--- config.mk ---
export PLATFORM = sky130hd
export DESIGN_NAME = adc_cfg_regs
export DESIGN_NICKNAME = d
export VERILOG_FILES = /design/src/adc_cfg_pkg.sv /design/src/adc_cfg_regs.sv
export VERILOG_INCLUDE_DIRS = /design/src
export SDC_FILE = /design/constraint.sdc
export NUM_CORES = 1
export LEC_CHECK = 0
export ABC_CLOCK_PERIOD_IN_PS = 3100
export BUFFER_PORTS_ARGS = -buffer_cell sky130_fd_sc_hd__buf_2
export CAP_MARGIN = 20
export CORE_ASPECT_RATIO = 1.4
export CORE_MARGIN = 4
export CORE_UTILIZATION = 51
export DETAILED_ROUTE_END_ITERATION = 12
export PLACE_DENSITY_LB_ADDON = 0.2
export SKIP_CTS_REPAIR_TIMING = 1
export SLEW_MARGIN = 15
export SYNTH_ARGS = -nofsm -noshare
export SYNTH_HDL_FRONTEND = slang
export SYNTH_SLANG_ARGS = --single-unit
--- constraint.sdc ---
create_clock -name clk -period 3.1 [get_ports clk]
set_input_delay 0 -clock clk [delete_from_list [all_inputs] [get_ports clk]]
set_output_delay 0 -clock clk [all_outputs]
set_load 0.005 [all_outputs]
--- src/adc_cfg_consts.svh ---
/*
  register offsets, field positions, reset values and the pattern
  selector code for the converter configuration register slice.
  assumes: included by its bare name; definitions only.
*/
`ifndef ADC_CFG_CONSTS_SVH
`define ADC_CFG_CONSTS_SVH

// register offsets (byte addresses on the 8-bit register port)
`define OFS_UPPER_ADDR 8'h67
`define PAIR_CTRL_ADDR 8'h68
`define RECAL_CTRL_ADDR 8'h6b
`define PLL_PHASE_ADDR 8'h6d
`define PAT_A_LOW_ADDR 8'h74
`define PAT_A_HIGH_ADDR 8'h75
`define PAT_B_LOW_ADDR 8'h76
`define PAT_B_HIGH_ADDR 8'h77
`define IQ_CTRL_ADDR 8'h79
`define DECIM1_CTRL_ADDR 8'h7a
`define CAL_STAT_ADDR 8'hd1

// reset values, factory bits included
`define OFS_UPPER_RST 8'h00
`define PAIR_CTRL_RST 8'h24
`define RECAL_CTRL_RST 8'h08
`define PLL_PHASE_RST 8'h00
`define PAT_RST 8'h00
`define IQ_CTRL_RST 8'h00
`define DECIM1_CTRL_RST 8'h00

// field positions
`define PAIR_POL_BIT 3
`define PAIR_EN_BIT 2
`define RECAL_BIT 2
`define PLL_CLK_EN_BIT 5
`define DLY_MSB 3
`define DLY_LSB 1
`define PHASE_IMPL_MASK 8'h3f
`define PAT_LOW_MSB 7
`define PAT_LOW_LSB 2
`define IQ_EN_BIT 7
`define DECIM1_BIT 6
`define CAL_STAT_BIT 0

// test pattern selector code for alternating custom patterns
`define PAT_SEL_DOUBLE 3'h1

`endif

--- src/adc_cfg_pkg.sv ---
/*
  types shared by the converter configuration register slice.
  assumes: compiled after adc_cfg_consts.svh is available.
*/
package adc_cfg_pkg;

  typedef logic [7:0] byte_t;

  // over-range / word-clock output pair
  typedef struct packed {
    logic over_range_flag;
    logic word_clock_out;
    logic oe;
  } flag_pair_s;

  // one register port access
  typedef struct packed {
    byte_t addr;
    byte_t wdata;
    logic wr;
    logic rd;
  } reg_req_s;

endpackage : adc_cfg_pkg

--- src/adc_cfg_regs.sv ---
/*
  configuration register slice of a pipelined converter: offset upper
  byte, output pair control, pll recalibration and output clock phase,
  two custom test patterns, i/q post-processing and first decimation bit,
  with the offset adder and custom pattern output path they steer.
  assumes: one clock, synchronous active-high reset, a register port
  whose strobes are one cycle long; the lower offset byte, pattern
  selector, clock source selection and pll status come in as levels.
*/
// Overview of operation
// - upper offset byte register holds offset bits 15..8, resets to zero
// - signed 16-bit offset added to samples, one count is quarter LSb
// - in lvds mode the flag pair is inverted when polarity bit set
// - flag pair driven only while its enable bit is one (reset one)
// - any change of the recalibration bit starts a pll calibration
// - calibration progress is readable as a flag in another register
// - pll clock reaches the core only when its enable bit is one
// - three-bit code selects output clock delay of 0 to 15 vco cycles
// - pll output settings act only with pll source and pll enabled
// - clock delay applies only with pll source and no decimation
// - bits 7 and 6 of pll phase register read back as zero
// - pattern a low bits 5..0 sit in bits 7..2; bits 1..0 reset zero
// - pattern a upper register holds bits 13..6, resets to zero
// - pattern b low bits 5..0 sit in bits 7..2; bits 1..0 reset zero
// - pattern b upper register holds bits 13..6, resets to zero
// - double custom mode alternates pattern a and b on the outputs
// - pattern bit 13 drives over-range, bit 12 drives word clock
// - i/q post-processing enabled only when its bit is one
// - first-stage decimation bit enables stage 1a, default zero
// - decimation enables are a thermometer code, each stage halves rate
`timescale 1ns/10ps
`include "adc_cfg_consts.svh"

module adc_cfg_regs #(
  parameter int DATA_W = 14,
  parameter int FIR_UPPER_W = 8
) (
  // clock and reset
  input wire logic clk,
  input wire logic srst,
  // register port
  input wire logic [7:0] addr,
  input wire logic [7:0] wdata,
  input wire logic wr_stb,
  input wire logic rd_stb,
  output logic [7:0] rdata,
  // settings held elsewhere in the device
  input wire logic [7:0] offset_lower_byte,
  input wire logic [2:0] test_pattern_sel,
  input wire logic lvds_mode,
  input wire logic clk_source_pll,
  input wire logic pll_enable,
  input wire logic [FIR_UPPER_W-1:0] fir_upper_stages,
  input wire logic pll_cal_busy,
  // converter samples
  input wire logic [DATA_W-1:0] adc_data,
  input wire logic adc_over_range,
  // data outputs
  output logic [DATA_W-1:0] data_out,
  output adc_cfg_pkg::flag_pair_s flag_pair,
  output logic [3:0] unused_test_bits,
  // control outputs
  output logic [15:0] digital_offset_word,
  output logic pll_recal_start,
  output logic pll_clk_enable,
  output logic [3:0] out_clock_vco_delay,
  output logic iq_postprocess_enable,
  output logic first_decim_enable,
  output logic [3:0] decim_stage_count
);

  localparam int STAGES = FIR_UPPER_W + 1;
  localparam logic [DATA_W-1:0] SAT_MAX = {1'b0, {(DATA_W-1){1'b1}}};
  localparam logic [DATA_W-1:0] SAT_MIN = {1'b1, {(DATA_W-1){1'b0}}};

  function automatic logic hit(input logic [7:0] a, input logic [7:0] o);
    hit = (a == o);
  endfunction : hit

  // delay code to vco cycles: 0,1 direct, 7 gives 15, others 2*code+2
  function automatic logic [3:0] dly_cycles(input logic [2:0] code);
    case (code)
      3'h0: dly_cycles = 4'h0;
      3'h1: dly_cycles = 4'h1;
      3'h7: dly_cycles = 4'hf;
      default: dly_cycles = 4'({code, 1'b0} + 4'h2);
    endcase
  endfunction : dly_cycles

  adc_cfg_pkg::reg_req_s req;
  assign req = '{addr: addr, wdata: wdata, wr: wr_stb, rd: rd_stb};

  // register storage
  logic [7:0] ofs_upper_r;
  logic [7:0] pair_ctrl_r;
  logic [7:0] recal_ctrl_r;
  logic [7:0] pll_phase_r;
  logic [7:0] pat_a_low_r;
  logic [7:0] pat_a_high_r;
  logic [7:0] pat_b_low_r;
  logic [7:0] pat_b_high_r;
  logic [7:0] iq_ctrl_r;
  logic [7:0] decim1_ctrl_r;
  logic recal_prev_r;
  logic alt_sel_r;
  logic wck_r;

  // write decode
  wire wr_ofs = req.wr && hit(req.addr, `OFS_UPPER_ADDR);
  wire wr_pair = req.wr && hit(req.addr, `PAIR_CTRL_ADDR);
  wire wr_recal = req.wr && hit(req.addr, `RECAL_CTRL_ADDR);
  wire wr_phase = req.wr && hit(req.addr, `PLL_PHASE_ADDR);
  wire wr_pal = req.wr && hit(req.addr, `PAT_A_LOW_ADDR);
  wire wr_pah = req.wr && hit(req.addr, `PAT_A_HIGH_ADDR);
  wire wr_pbl = req.wr && hit(req.addr, `PAT_B_LOW_ADDR);
  wire wr_pbh = req.wr && hit(req.addr, `PAT_B_HIGH_ADDR);
  wire wr_iq = req.wr && hit(req.addr, `IQ_CTRL_ADDR);
  wire wr_dec = req.wr && hit(req.addr, `DECIM1_CTRL_ADDR);

  always_ff @(posedge clk) begin
    if (srst) begin
      ofs_upper_r <= `OFS_UPPER_RST;
      pair_ctrl_r <= `PAIR_CTRL_RST;
      recal_ctrl_r <= `RECAL_CTRL_RST;
      pll_phase_r <= `PLL_PHASE_RST;
      pat_a_low_r <= `PAT_RST;
      pat_a_high_r <= `PAT_RST;
      pat_b_low_r <= `PAT_RST;
      pat_b_high_r <= `PAT_RST;
      iq_ctrl_r <= `IQ_CTRL_RST;
      decim1_ctrl_r <= `DECIM1_CTRL_RST;
    end else begin
      if (wr_ofs) ofs_upper_r <= req.wdata;
      if (wr_pair) pair_ctrl_r <= req.wdata;
      if (wr_recal) recal_ctrl_r <= req.wdata;
      if (wr_phase) pll_phase_r <= req.wdata & `PHASE_IMPL_MASK;
      if (wr_pal) pat_a_low_r <= req.wdata;
      if (wr_pah) pat_a_high_r <= req.wdata;
      if (wr_pbl) pat_b_low_r <= req.wdata;
      if (wr_pbh) pat_b_high_r <= req.wdata;
      if (wr_iq) iq_ctrl_r <= req.wdata;
      if (wr_dec) decim1_ctrl_r <= req.wdata;
    end
  end

  // read mux
  wire [7:0] stat_byte = 8'(pll_cal_busy) << `CAL_STAT_BIT;
  wire [7:0] rdata_nxt =
    hit(req.addr, `OFS_UPPER_ADDR) ? ofs_upper_r :
    hit(req.addr, `PAIR_CTRL_ADDR) ? pair_ctrl_r :
    hit(req.addr, `RECAL_CTRL_ADDR) ? recal_ctrl_r :
    hit(req.addr, `PLL_PHASE_ADDR) ? (pll_phase_r & `PHASE_IMPL_MASK) :
    hit(req.addr, `PAT_A_LOW_ADDR) ? pat_a_low_r :
    hit(req.addr, `PAT_A_HIGH_ADDR) ? pat_a_high_r :
    hit(req.addr, `PAT_B_LOW_ADDR) ? pat_b_low_r :
    hit(req.addr, `PAT_B_HIGH_ADDR) ? pat_b_high_r :
    hit(req.addr, `IQ_CTRL_ADDR) ? iq_ctrl_r :
    hit(req.addr, `DECIM1_CTRL_ADDR) ? decim1_ctrl_r :
    hit(req.addr, `CAL_STAT_ADDR) ? stat_byte : 8'h00;

  always_ff @(posedge clk) begin
    if (srst) rdata <= 8'h00;
    else if (req.rd) rdata <= rdata_nxt;
    else rdata <= 8'h00;
  end

  // split fields are plain concatenations, no staging
  wire [15:0] offset_nxt = {ofs_upper_r, offset_lower_byte};
  wire [13:0] pat_a = {pat_a_high_r,
    pat_a_low_r[`PAT_LOW_MSB:`PAT_LOW_LSB]};
  wire [13:0] pat_b = {pat_b_high_r,
    pat_b_low_r[`PAT_LOW_MSB:`PAT_LOW_LSB]};

  // recalibration on either transition of the trigger bit
  wire recal_now = recal_ctrl_r[`RECAL_BIT];
  wire recal_edge = recal_now ^ recal_prev_r;

  // pll gating and delay qualification
  wire pll_active = clk_source_pll && pll_enable;
  wire [STAGES-1:0] stage_bits =
    {fir_upper_stages, decim1_ctrl_r[`DECIM1_BIT]};
  wire decim_used = |stage_bits;
  wire [3:0] dly_nxt = (pll_active && !decim_used) ?
    dly_cycles(pll_phase_r[`DLY_MSB:`DLY_LSB]) : 4'h0;

  // thermometer count of enabled stages, one bit per halving
  logic [3:0] stage_cnt;
  always_comb begin
    stage_cnt = 4'h0;
    for (int i = 0; i < STAGES; i++) begin
      if (stage_bits[i]) stage_cnt = 4'(i + 1);
    end
  end

  // sample path: offset scaled by a quarter LSb, saturated
  wire signed [17:0] sum = $signed({{2{adc_data[DATA_W-1]}}, adc_data,
    2'b00}) + $signed({{2{offset_nxt[15]}}, offset_nxt});
  wire signed [17:0] q_sum = sum >>> 2;
  wire ovf_hi = !q_sum[17] && (q_sum > 18'sd8191);
  wire ovf_lo = q_sum[17] && (q_sum < -18'sd8192);
  wire [DATA_W-1:0] corr = ovf_hi ? SAT_MAX : ovf_lo ? SAT_MIN :
    q_sum[DATA_W-1:0];

  wire pat_mode = (test_pattern_sel == `PAT_SEL_DOUBLE);
  wire [13:0] pat_now = alt_sel_r ? pat_b : pat_a;
  wire [DATA_W-1:0] data_nxt = pat_mode ? pat_now : corr;
  wire ovr_raw = pat_mode ? pat_now[13] : adc_over_range;
  wire wck_raw = pat_mode ? pat_now[12] : wck_r;
  wire pair_inv = lvds_mode && pair_ctrl_r[`PAIR_POL_BIT];
  wire pair_on = pair_ctrl_r[`PAIR_EN_BIT];

  adc_cfg_pkg::flag_pair_s pair_nxt;
  assign pair_nxt.over_range_flag = pair_on & (ovr_raw ^ pair_inv);
  assign pair_nxt.word_clock_out = pair_on & (wck_raw ^ pair_inv);
  assign pair_nxt.oe = pair_on;

  always_ff @(posedge clk) begin
    if (srst) begin
      recal_prev_r <= 1'b0;
      pll_recal_start <= 1'b0;
      alt_sel_r <= 1'b0;
      wck_r <= 1'b0;
      data_out <= '0;
      flag_pair <= '0;
      digital_offset_word <= 16'h0000;
      pll_clk_enable <= 1'b0;
      out_clock_vco_delay <= 4'h0;
      iq_postprocess_enable <= 1'b0;
      first_decim_enable <= 1'b0;
      decim_stage_count <= 4'h0;
      unused_test_bits <= 4'h0;
    end else begin
      recal_prev_r <= recal_now;
      pll_recal_start <= recal_edge;
      alt_sel_r <= pat_mode ? !alt_sel_r : 1'b0;
      wck_r <= !wck_r;
      data_out <= data_nxt;
      flag_pair <= pair_nxt;
      digital_offset_word <= offset_nxt;
      pll_clk_enable <= pll_active && pll_phase_r[`PLL_CLK_EN_BIT];
      out_clock_vco_delay <= dly_nxt;
      iq_postprocess_enable <= iq_ctrl_r[`IQ_EN_BIT];
      first_decim_enable <= decim1_ctrl_r[`DECIM1_BIT];
      decim_stage_count <= stage_cnt;
      unused_test_bits <= {pat_b_low_r[1:0], pat_a_low_r[1:0]};
    end
  end

  // checks
  a_recal_pulse: assert property (@(posedge clk) disable iff (srst)
    $changed(recal_ctrl_r[`RECAL_BIT]) |=> pll_recal_start)
    else $error("recal toggle did not start calibration");
  a_recal_quiet: assert property (@(posedge clk) disable iff (srst)
    pll_recal_start |-> $past(recal_ctrl_r[`RECAL_BIT]) !=
      $past(recal_prev_r))
    else $error("calibration started without toggle");
  a_phase_top_zero: assert property (@(posedge clk) disable iff (srst)
    rd_stb && addr == `PLL_PHASE_ADDR |=> rdata[7:6] == 2'b00)
    else $error("pll phase bits 7..6 read nonzero");
  a_pair_disabled: assert property (@(posedge clk) disable iff (srst)
    !pair_ctrl_r[`PAIR_EN_BIT] |=> !flag_pair.oe &&
      !flag_pair.over_range_flag && !flag_pair.word_clock_out)
    else $error("flag pair driven while disabled");
  a_pair_invert: assert property (@(posedge clk) disable iff (srst)
    pair_on && pair_inv |=>
      flag_pair.over_range_flag == !$past(ovr_raw))
    else $error("flag pair polarity wrong");
  a_pll_clk_gate: assert property (@(posedge clk) disable iff (srst)
    pll_clk_enable |-> $past(pll_phase_r[`PLL_CLK_EN_BIT]) &&
      $past(clk_source_pll) && $past(pll_enable))
    else $error("pll clock enabled without its conditions");
  a_delay_decim: assert property (@(posedge clk) disable iff (srst)
    decim_used |=> out_clock_vco_delay == 4'h0)
    else $error("clock delay applied during decimation");
  a_delay_max: assert property (@(posedge clk) disable iff (srst)
    pll_active && !decim_used &&
      pll_phase_r[`DLY_MSB:`DLY_LSB] == 3'h7 |=>
      out_clock_vco_delay == 4'hf)
    else $error("delay code 7 not 15 cycles");
  a_pattern_alt: assert property (@(posedge clk) disable iff (srst)
    pat_mode ##1 pat_mode |=> alt_sel_r != $past(alt_sel_r) &&
      data_out == ($past(alt_sel_r) ? $past(pat_b) : $past(pat_a)))
    else $error("custom patterns do not alternate");
  a_offset_word: assert property (@(posedge clk) disable iff (srst)
    wr_ofs ##1 !wr_ofs |=> digital_offset_word[15:8] ==
      $past(wdata, 2))
    else $error("upper offset byte not applied");
  a_iq_enable: assert property (@(posedge clk) disable iff (srst)
    wr_iq |=> ##1 iq_postprocess_enable == $past(wdata[7], 2))
    else $error("iq enable does not follow its bit");
  a_decim_first: assert property (@(posedge clk) disable iff (srst)
    wr_dec |=> ##1 first_decim_enable == $past(wdata[6], 2))
    else $error("first decimation bit not applied");
  a_reset_clear: assert property (@(posedge clk)
    srst |=> digital_offset_word == 16'h0000 &&
      !pll_clk_enable && out_clock_vco_delay == 4'h0)
    else $error("outputs not cleared by reset");
  a_cal_status: assert property (@(posedge clk) disable iff (srst)
    rd_stb && addr == `CAL_STAT_ADDR |=>
      rdata[`CAL_STAT_BIT] == $past(pll_cal_busy))
    else $error("calibration status flag wrong");
  a_pair_enabled: assert property (@(posedge clk) disable iff (srst)
    pair_ctrl_r[`PAIR_EN_BIT] |=>
      flag_pair.oe)
    else $error("flag pair not driven while enabled");
  a_pair_plain: assert property (@(posedge clk) disable iff (srst)
    pair_on && !pair_inv |=>
      flag_pair.over_range_flag == $past(ovr_raw))
    else $error("flag pair inverted without polarity");
  a_wck_invert: assert property (@(posedge clk) disable iff (srst)
    pair_on && pair_inv |=>
      flag_pair.word_clock_out == !$past(wck_raw))
    else $error("word clock polarity wrong");
  a_pll_clk_off: assert property (@(posedge clk) disable iff (srst)
    !pll_phase_r[`PLL_CLK_EN_BIT] |=>
      !pll_clk_enable)
    else $error("pll clock enabled with its bit clear");
  a_delay_none: assert property (@(posedge clk) disable iff (srst)
    pll_phase_r[`DLY_MSB:`DLY_LSB] == 3'h0 |=>
      out_clock_vco_delay == 4'h0)
    else $error("delay code 0 not zero cycles");
  a_delay_one: assert property (@(posedge clk) disable iff (srst)
    pll_active && !decim_used && pll_phase_r[`DLY_MSB:`DLY_LSB] == 3'h1
      |=> out_clock_vco_delay == 4'h1)
    else $error("delay code 1 not one cycle");
  a_delay_fourteen: assert property (@(posedge clk) disable iff (srst)
    pll_active && !decim_used && pll_phase_r[`DLY_MSB:`DLY_LSB] == 3'h6
      |=> out_clock_vco_delay == 4'he)
    else $error("delay code 6 not 14 cycles");
  a_delay_no_pll: assert property (@(posedge clk) disable iff (srst)
    !pll_active |=>
      out_clock_vco_delay == 4'h0)
    else $error("clock delay applied without pll");
  a_pattern_first: assert property (@(posedge clk) disable iff (srst)
    pat_mode && !$past(pat_mode) |=>
      data_out == $past(pat_a))
    else $error("double pattern mode did not start with a");
  a_pattern_pins: assert property (@(posedge clk) disable iff (srst)
    pat_mode && pair_on && !pair_inv |=> flag_pair.over_range_flag ==
      data_out[DATA_W-1] && flag_pair.word_clock_out == data_out[DATA_W-2])
    else $error("pattern top bits not on flag pair");
  a_phase_store: assert property (@(posedge clk) disable iff (srst)
    wr_phase |=>
      pll_phase_r[7:6] == 2'b00)
    else $error("unimplemented phase bits stored");
  a_pat_a_low: assert property (@(posedge clk) disable iff (srst)
    wr_pal |=>
      pat_a_low_r[`PAT_LOW_MSB:`PAT_LOW_LSB] == $past(wdata[7:2]))
    else $error("pattern a low bits not stored");
  a_pat_b_low: assert property (@(posedge clk) disable iff (srst)
    wr_pbl |=>
      pat_b_low_r[`PAT_LOW_MSB:`PAT_LOW_LSB] == $past(wdata[7:2]))
    else $error("pattern b low bits not stored");
  a_pat_a_high: assert property (@(posedge clk) disable iff (srst)
    wr_pah |=>
      pat_a_high_r == $past(wdata))
    else $error("pattern a upper byte not stored");
  a_pat_b_high: assert property (@(posedge clk) disable iff (srst)
    wr_pbh |=>
      pat_b_high_r == $past(wdata))
    else $error("pattern b upper byte not stored");
  a_stage_none: assert property (@(posedge clk) disable iff (srst)
    !decim_used |=>
      decim_stage_count == 4'h0)
    else $error("stage count nonzero without stages");
  a_stage_all: assert property (@(posedge clk) disable iff (srst)
    &stage_bits |=>
      decim_stage_count == 4'(STAGES))
    else $error("stage count wrong with all stages");
  a_zero_offset: assert property (@(posedge clk) disable iff (srst)
    !pat_mode && offset_nxt == 16'h0000 |=>
      data_out == $past(adc_data))
    else $error("sample changed with zero offset");
  a_iq_off: assert property (@(posedge clk) disable iff (srst)
    !iq_ctrl_r[`IQ_EN_BIT] |=>
      !iq_postprocess_enable)
    else $error("iq processing enabled with bit clear");

endmodule : adc_cfg_regs

Yosys cells after proc, flatten, opt, wreduce, memory -nomap -nowiden --
Cells that the tools add are included.
Storage, ports and cells: register bits after elaboration 138, logic and storage cells 106, output and inout port bits 57, bits of input ports 58
Cells by class: magnitude comparators 2, equal/unequal tests 14, bitwise operators 8, add/sub/neg operators 2, reductions and logical operators 26, multiplexer cells 27
Operators with widths (count):
- $eq 8x7->1 const B | 10
- $mux 8 | 10
- $mux 14 | 4
- $mux 4 | 8
- $add 16x16->17 | 1
- $logic_and 1x1->1 | 16
- $gt 15x14->1 const B | 1
- $lt 15x14->1 const B | 1
- $pmux 4 s3 | 1
- $reduce_or 9->1 | 1
- $eq 8x8->1 const B | 1
- $eq 3x1->1 const B | 2
- $reduce_or 2->1 | 3
- $add 4x2->4 const B | 1
- $logic_not 1->1 | 4
- $mux 1 | 4
- $eq 3x3->1 const B | 1
- $logic_not 3->1 | 1
- $not 1->1 | 3
- $reduce_or 3->1 | 1
- $xor 1x1->1 | 3
- $and 1x1->1 | 2

Depth between registers and ports, before layout --
Gate-level depths: netlist (run 1).
depth in word-level cells 12, mapped depth 11, gate-level depth less buffers 10

Worst setup path before layout (run 1) --
OpenSTA, ideal clock, no wires.
path type register -> register, from register ofs_upper_r[2], to register data_out[10], clock period less this slack 2.256 ns, path slack 0.844 ns, arrival 2.177 ns, path buffers 1, data required time 3.020 ns, cell stages (with the launch flop) 10, setup time 0.080 ns, cell sequence dfxtp_1 > ha_1 > a211oi_1 > nor2_1 > o41ai_2 > o31ai_4 > xnor2_2 > buf_6 > maj3_2 > a211oi_2
Between the ends: word-level cells in the longest chain between the ends 6, elaborated cells on any way between the ends 9, classes of those cells 1 x add/sub; 2 x order compare; 3 x mux; 3 x reduce/logical
RTL lines:
- start, declared | line adc_cfg_regs.sv:94 | logic [7:0] ofs_upper_r;
- start signal, assigned | line adc_cfg_regs.sv:122 | ofs_upper_r <= `OFS_UPPER_RST;
- start signal, assigned | line adc_cfg_regs.sv:133 | if (wr_ofs) ofs_upper_r <= req.wdata;
- $add 16x16->17 * | line adc_cfg_regs.sv:197 | 2'b00}) + $signed({{2{offset_nxt[15]}}, offset_nxt});
- $lt 15x14->1 | line adc_cfg_regs.sv:200 | wire ovf_lo = q_sum[17] && (q_sum < -18'sd8192);
- $logic_and 1x1->1 | line adc_cfg_regs.sv:200
- $mux 14 | line adc_cfg_regs.sv:201 | wire [DATA_W-1:0] corr = ovf_hi ? SAT_MAX : ovf_lo ? SAT_MIN :
- $mux 14 * | line adc_cfg_regs.sv:201
- $mux 14 * | line adc_cfg_regs.sv:206 | wire [DATA_W-1:0] data_nxt = pat_mode ? pat_now : corr;
- end signal, assigned | line adc_cfg_regs.sv:237 | data_out <= data_nxt;
- end, declared | line adc_cfg_regs.sv:59 | output logic [DATA_W-1:0] data_out,
Mark *: on every way between the ends. The rest lies on a longest branch, timed or not. A chain may end at the register's enable or synchronous reset.

Worst setup path after layout (run 1) --
Ends and elaborated chain as after synthesis.

==> results of run 1 <==
-- cell type report --
cell class	count	area (µm²)	area share
multi-input cells	519	3470	0.433
flip-flops and latches	138	2760	0.344
repair buffers	147	881	0.110
clock buffers	22	484	0.0603
well taps	150	188	0.0234
clock inverters	9	184	0.0229
inverters	14	52.6	0.00655
-- power by group --
| group | internal (mW) | switching (mW) |
|---|---|---|
| clock | 1.52 | 0.765 |
| combinational | 0.160 | 0.232 |
| sequential | 1.80 | 0.00825 |
-- sequential cells by signal (all words and copies together) (netlist names), 8 cells and up --
signal and cells:
pat_b_high_r 8, data_out 14, iq_ctrl_r 8, recal_ctrl_r 8, pair_ctrl_r 8, pat_a_low_r 8
pat_a_high_r 8, ofs_upper_r 8, pat_b_low_r 8, digital_offset_word 16, decim1_ctrl_r 8, rdata 8
-- per-layer routing --
layer  wire (µm)  part of all wire  global-route usage
met1        7290              0.39               0.290
met5           0                 0                   0
met2        9590              0.51               0.446
met3        1020             0.054              0.0610
met4         884             0.047               0.125
-- cell families after synthesis --
logic type / Yosys count
simple gates: 262
compound gates: 157
flops: 138
buf+inv: 65
mux: 58
fa+ha+maj: 27
xor+xnor: 15
-- critical path: cells and delay by family (launching register included) --
family | cells | cell delay [ns]
compound gates | 4 | 0.79
simple gates | 1 | 0.13
fa+ha+maj | 2 | 0.69
flops | 1 | 0.34
xor+xnor | 1 | 0.55
-- through the flow --
stage,util,cells,power [mW]
3_3_place_gp,0.572,944,2.21
3_5_place_dp,0.572,944,2.21
2_1_floorplan,-,722,2.08
6_report,0.646,999,4.49
5_1_grt,0.646,999,4.63
4_1_cts,0.626,975,4.48
-- cells in the mapped netlist, drive strengths merged, types with 4 or more instances --
cell / count / area (µm²)
buf: 18 / 96.3
o22ai: 12 / 75.1
a211oi: 21 / 178
a22o: 6 / 52.6
and3: 8 / 50.1
a211o: 4 / 35.0
a21oi: 54 / 270
a221oi: 4 / 35.0
o21bai: 4 / 41.3
maj3: 11 / 118
nor2: 88 / 330
xor2: 4 / 35.0
nand2b: 8 / 50.1
a21o: 4 / 30.0
or3: 5 / 31.3
ha: 15 / 188
nor3: 11 / 60.1
o21ai: 15 / 78.8
nand3: 28 / 150
a222oi: 4 / 40.0
mux2i: 57 / 571
clkbuf: 33 / 124
xnor2: 11 / 104
nand4: 5 / 37.5
dfxtp: 138 / 2760
nand2: 56 / 213
nor2b: 37 / 234
nor4: 4 / 25.0
inv: 14 / 52.6
o31ai: 4 / 57.6
-- worst paths after layout --
kind / start / endpoint / slack, ns / cells past startpoint
worst max-delay path: ofs_upper_r[2] / data_out[10] / 0.42 / 8
worst min-delay path: adc_over_range / flag_pair[2] / -0.01 / 4
worst max register to register: ofs_upper_r[2] / data_out[10] / 0.42 / 8
worst min register to register: wck_r / wck_r / 0.41 / 1
==> results.md, run 1 <==
Power and ir drop:
- The leakage component of the power is 3.41 nW.
- The power density over cell area is roughly 560 nW/µm².
- The peak supply drop is 0.000338 V.

Drt:
- In this run, the number of DRC markers left after iteration 0 of detailed routing was 383.
- The post-detailed-route DRC marker count is 0.
- The ratio of routed vias to standard cells is approximately 5.8.
- The final layout contains routed wiring with a total length of 18.8 mm.
- The average routed wire per standard cell is 18.8 µm.
- The residual antenna-violating net count after detailed routing is 0.
- The first-pass iteration count of the detailed router is 5.
- The final route contains roughly 5800 vias.

CTS:
- The clock latency at the later pin of the worst-skew pair is between 0.4 and 0.5 ns.
- The number of clock sinks is 138.
- After clock tree synthesis, the clock-pin slew on the worst setup and hold paths is 0.06 ns.
- The maximum clock path buffer count is 2.
- The root buffer selected by CTS is sky130_fd_sc_hd__clkbuf_16.
- The H-tree was split into 4 levels.
- TritonCTS created 17 clock buffers.
- TritonCTS built the clock tree.

Synth:
- The synthesized netlist cell count is between 700 and 800.
- Of the post-synthesis cell area, the part taken by muxes is 0.0911.
- The share of synthesized flip-flops with an asynchronous set or reset is 0.
- The synthesized design contains 0 enable-type register cells.
- The mean cell area of the mapped netlist is 9.01 µm².
- For this run, the register share of the synthesized area comes to 0.424.
- During synthesis, Yosys emitted a total of 0 warnings.
- The flop and latch count out of synthesis is 138.
- Of the total synthesized cell area, the portion taken by full adders, half adders and majority gates is 0.0500.
- The fraction of the mapped netlist area in simple logic gates is 0.197.
- The combinational family with the most area after synthesis is simple AND/OR/NAND/NOR gates.
- The post-synthesis instance area is 6510 µm².
- Yosys mapped the design onto 72 distinct sky130hd cell types.
- The compound-cell area share of the yosys netlist is 0.174.
- The number of nets handed over by synthesis was a little under 800.
- The parity-gate share of the synthesized area counting xor and xnor cells is 0.0213.
- The leading register cell type out of synthesis is sky130_fd_sc_hd__dfxtp_1.

Placement:
- At the end of routability-driven placement, the weighted congestion stood at 0.876.
- The wire-length estimate of the detail-placed layout is approximately 13 mm.
- At the placement stage, the worst setup path has a slack of 0.493 ns.
- Once placement finished, the instance area stood at 7120 µm².
- The count of buffers added on input and output ports is 114.

Floorplan:
- The core region is 12400 µm².
- The placement row count is 48.
- The starting utilization of the core area is 0.524.
- The die is 103 µm wide.
- From bottom edge to top edge, the die measures 142 µm.
- The area of the die is 14700 µm².
- 115 I/O pins were placed.

GRT:
- The global routing usage summed across all routing layers is 0.258.
- The total overflow left after global routing is 0.
- The number of global-route vias before repair came to 5716.
- The number of antenna violations at the first check in global routing is 0.
- The first global-routing pass estimated 29.0 mm of wire.
- Entering global routing, the biggest net connects 82 pins.

Setup path:
- The required time of the critical path is 3.36 ns.
- Walking the worst path, the cells encountered are ha_1, a211oi_1, nor2_1, o41ai_2, o31ai_4, xnor2_2, maj3_2, a211oi_2.
- The kind of start point of the critical path is a register.
- The top fanout value on the critical path is 14.
- In this design, the stage delay of the slowest critical-path cell is 0.55 ns.
- The critical setup path kind is reg2reg.
- For the worst setup path, the data arrival time is slightly below 3 ns.
- The cell type of the slowest stage on the worst timing path is sky130_fd_sc_hd__xnor2_2.
- The critical path endpoint category is a register.

Finish:
- Compared with the post-synthesis result, the final layout area differs by 23.3%.
- The count of antenna diodes in the layout is 0.
- The area of all placed cells without fillers is ~8000 µm².
- The number of fill cells is 1054.
- The share of layout cells above drive strength 1 is 0.216.
- The top cell types in the final layout, fill and taps aside, are 138 x sky130_fd_sc_hd__dfxtp_1, 113 x sky130_fd_sc_hd__buf_2, 88 x sky130_fd_sc_hd__nor2_1.
- Leaving out fill and tap cells, the most frequent cell in the layout is sky130_fd_sc_hd__dfxtp_1.
- The net count of the finished layout is ~900.

Timing:
- Adding up every negative setup slack in the final design gives 0 ns.
- The tightest hold path in the finished design has a slack of -0.0140 ns.
- The max-slew violation count is 0.
- The final hold violation count is 2.
- Setup violations remaining at the end of the flow were counted as 0.
- Setup repair after global routing left no endpoint under its margin.
- At the pin with the least slew margin, the transition time is 0.936 ns.
- The worst pin sits at a relative slew slack of 0.375.
- The maximum operating frequency is 0.374 GHz.
- Across the routed clock network, the largest skew measured is 0.00606 ns.
- The worst path in the final design needs a cycle of 2.68 ns, including I/O delays and setup.
- The slack of the critical path is 0.425 ns.
- In the finished design, the share of the clock period the worst path needs comes to 0.863.

Status:
- The flow ran to the end, but the final reports show violations.
- The final reports fail on negative hold slack.

Hold path:
- The class of the tightest hold or removal check is in2reg.

Run:
- Max-cap violations in this run came to 0.
No activity file was read; power rests on OpenSTA's default activity.
==> run 2, diff against run 1 <==
--- a/config.mk
+++ b/config.mk
@@ -11,7 +11,7 @@
 export CAP_MARGIN = 20
 export CORE_ASPECT_RATIO = 1.4
 export CORE_MARGIN = 4
-export CORE_UTILIZATION = 51
+export CORE_UTILIZATION = 56
 export DETAILED_ROUTE_END_ITERATION = 12
 export PLACE_DENSITY_LB_ADDON = 0.2
 export SKIP_CTS_REPAIR_TIMING = 1
==> run 2 against run 1 <==
The run still ends with negative hold slack left; routed wire length rose by 1.0%; sequential power hardly changed; sequential share of layout area rose by 0.19 points; register-to-register slack better by 0.095 ns; die area decreased by 8.3%; non-clock buffer count increased by 2; clock power is 11% lower; utilization rose by 5.8 points; final cell count fell by 0.30%; fmax increased by 1.0%; sequential cell count unchanged; via count is 1.2% higher.
==> results.md, run 2 (synthesis results as in run 1) <==
Setup path:
- The kind of start point of the critical path is an input port.
- The peak per-stage delay on the critical path was 0.52 ns (-0.03 ns).
- The data arrival time of the worst path was 2.96 ns (+0.02 ns).
- The setup slack on the worst flop-to-flop path is 0.52 ns (+0.10 ns).
- The critical path goes through dlygate4sd3_1, buf_2, ha_1, inv_1, fa_1, nor2b_2, o31a_4, nor3_2, o31ai_4, a31oi_4, maj3_1, a211oi_1.
- The required time of the critical path is 3.42 ns (+0.06 ns).
- The top fanout value on the critical path is 15 (+1).
- The slowest stage of the critical path belongs to the cell sky130_fd_sc_hd__dlygate4sd3_1.
- The kind of cell with the highest combined delay on the critical path is compound AO/OA/AOI/OAI gates.
- The critical setup path kind is in2reg.
- The critical path buffer and inverter count was 3 (+3).
- The critical path endpoint category is a register.

Drt:
- The first-iteration detailed-routing DRC count was 449 (+17%).
- The count of vias placed by the detailed router is 5891 (+1.2%).
- The average routed wire per standard cell is 19.0 µm (+1.3%).
- The total wire length is 19.0 mm (+1.0%).
- The ratio of routed vias to standard cells is 5.91 (+1.5%).
- The first-pass iteration count of the detailed router is 5 (unchanged).
- The post-detailed-route DRC marker count is 0 (unchanged).
- The residual antenna-violating net count after detailed routing is 0 (unchanged).

Floorplan:
- The core region area came to 11300 µm² (-8.8%).
- The horizontal extent of the die is 99.1 µm (-4.2%).
- The placement row count is 46 (-4.2%).
- The die span in y was 136 µm (-4.3%).
- The starting utilization of the core area came to 0.574 (+0.0505).
- The I/O pin count was 115 (unchanged).
- The area of the die is 13400 µm² (-8.3%).

GRT:
- The wire length of the first global-routing pass was 29.4 mm (+1.2%).
- The number of global-route vias before repair came to 5756 (+0.70%).
- The total congestion overflow after global routing was 0 (unchanged).
- The number of antenna violations at the first check in global routing came to 0 (unchanged).
- The global routing usage summed across all routing layers is 0.279 (+0.0212).
- The largest net degree at the start of global routing was 67 (-18%).

Finish:
- The share of layout cells above drive strength 1 is 0.216 (+0.000415).
- The number of flip-flops in the largest register is 16 (unchanged).
- In the layout the commonest cells are 138 x sky130_fd_sc_hd__dfxtp_1, 113 x sky130_fd_sc_hd__buf_2, 88 x sky130_fd_sc_hd__nor2_1.
- From synthesis to final layout, the design area changed by 22.6%.
- The library cell used most frequently in the layout, excluding fill and tap cells, is sky130_fd_sc_hd__dfxtp_1.
- The utilization after layout came to 0.704 (+0.0583).
- The count of antenna diodes in the layout is 0 (unchanged).
- The net count of the finished layout is 913 (+0.22%).
- The top register by number of flip-flops is digital_offset_word.
- The largest registers in the layout are digital_offset_word (16), data_out (14).

Power and ir drop:
- The leakage component of the power is 3.40 nW (-0.46%).
- The peak supply drop is 0.000374 V (+11%).
- The power density over cell area is 532 nW/µm² (-4.8%).

Timing:
- The slack of the critical path is 0.452 ns (+0.0278 ns).
- The setup clock skew after layout is 0.00815 ns (+0.00208 ns).
- The final number of setup-violating endpoints was 0 (unchanged).
- The total negative slack for setup checks is 0 ns (unchanged).
- The final critical-path required period is 2.65 ns (-0.0278 ns).
- Setup repair after global routing left no endpoint under its margin.
- The smallest hold slack is -0.0284 ns (-0.0144 ns).
- The ratio of final minimum period to clock period came to 0.854 (-0.00896).
- The maximum operating frequency is 0.378 GHz (+1.0%).
- The headroom to the max-slew limit was 0.469 (+0.0939).
- The max-slew violation count came to 0 (unchanged).
- The final hold violation count is 1 (-1).
- The slew at the pin closest to its max-slew limit is 0.795 ns (-0.141 ns).

CTS:
- The total CTS buffers was 17 (unchanged).
- The clock latency at the later pin of the worst-skew pair is 0.42 ns (about the same).
- TritonCTS built the clock tree.
- The deepest level of the CTS H-tree came to 4 (unchanged).
- The maximum clock path buffer count was 2 (unchanged).
- The number of clock sinks is 138 (unchanged).
- The register clock-pin slew on the reported worst setup and hold paths came to 0.06 ns (about the same).
- The tree is rooted in a sky130_fd_sc_hd__clkbuf_16.

Placement:
- The worst setup timing slack at the placement stage is 0.514 ns (+0.0212 ns).
- The final weighted congestion in routability-driven placement is 0.930 (+6.1%).
- The total half-perimeter wirelength after legalization and detailed placement is 13.5 mm (+2.4%).
- The quantity of I/O buffers inserted on ports is 114 (unchanged).

Run:
- The total of max-cap violations is 0 (unchanged).

Status:
- The checks that failed: negative hold slack.
- The flow ran to the end, but the final reports show violations.

Hold path:
- The worst hold path belongs to the class in2reg.
-- run 2: cell count changes in the layout (fill, tap and decap cells not counted), sizes merged --
| cell | delta |
|---|---|
| dlygate4sd3 | +1 |
| bufinv | -3 |
| clkinv | +4 |
| clkbuf | +1 |
| inv | -1 |
| buf | +1 |
-- run 2: worst register-to-register path, cell delays in order, from the launching register on --
cell,delay [ns]
sky130_fd_sc_hd__dfxtp_1,0.33
sky130_fd_sc_hd__ha_1,0.36
sky130_fd_sc_hd__a211oi_1,0.23
sky130_fd_sc_hd__nor2_1,0.10
sky130_fd_sc_hd__o41ai_2,0.30
sky130_fd_sc_hd__o31ai_4,0.14
sky130_fd_sc_hd__xnor2_2,0.58
sky130_fd_sc_hd__maj3_2,0.34
sky130_fd_sc_hd__a211oi_2,0.07
-- run 2: where the power goes --
group,switching [mW],internal [mW]
clock,0.767,1.27
combinational,0.227,0.162
sequential,0.0101,1.80
total,1.00,3.24
-- run 2: layer usage --
layer | vias up | track usage | wire length, µm | share of wire
li1 | 2804 | - | - | -
met1 | 2795 | 0.312 | 7070 | 0.37
met2 | 244 | 0.500 | 9810 | 0.52
met3 | 48 | 0.0613 | 1260 | 0.066
met4 | 0 | 0.128 | 832 | 0.044
met5 | - | 0 | 0 | 0
-- run 2: path summary, 6_finish.rpt --
check	start	endpoint	cells past startpoint
max reg2reg	ofs_upper_r[2]	data_out[11]	8
min reg2reg	wck_r	wck_r	1
max	offset_lower_byte[2]	data_out[6]	12
min	adc_over_range	flag_pair[2]	4
-- run 2: area by class of cell --
type	count	area, µm²
flip-flops and latches	138	2760
well taps	144	180
repair buffers	149	911
clock inverters	9	113
fillers	879	3360
clock buffers	23	488
inverters	14	52.6
multi-input cells	519	3470
-- run 2: per-stage QoR --
step	power [mW]	area [µm²]	instances
detailed placement	2.22	7130	939
finish	4.24	7980	996
floorplan	2.08	6510	722
global placement	2.21	7130	939
CTS	4.23	7730	971
global route	4.38	7980	996
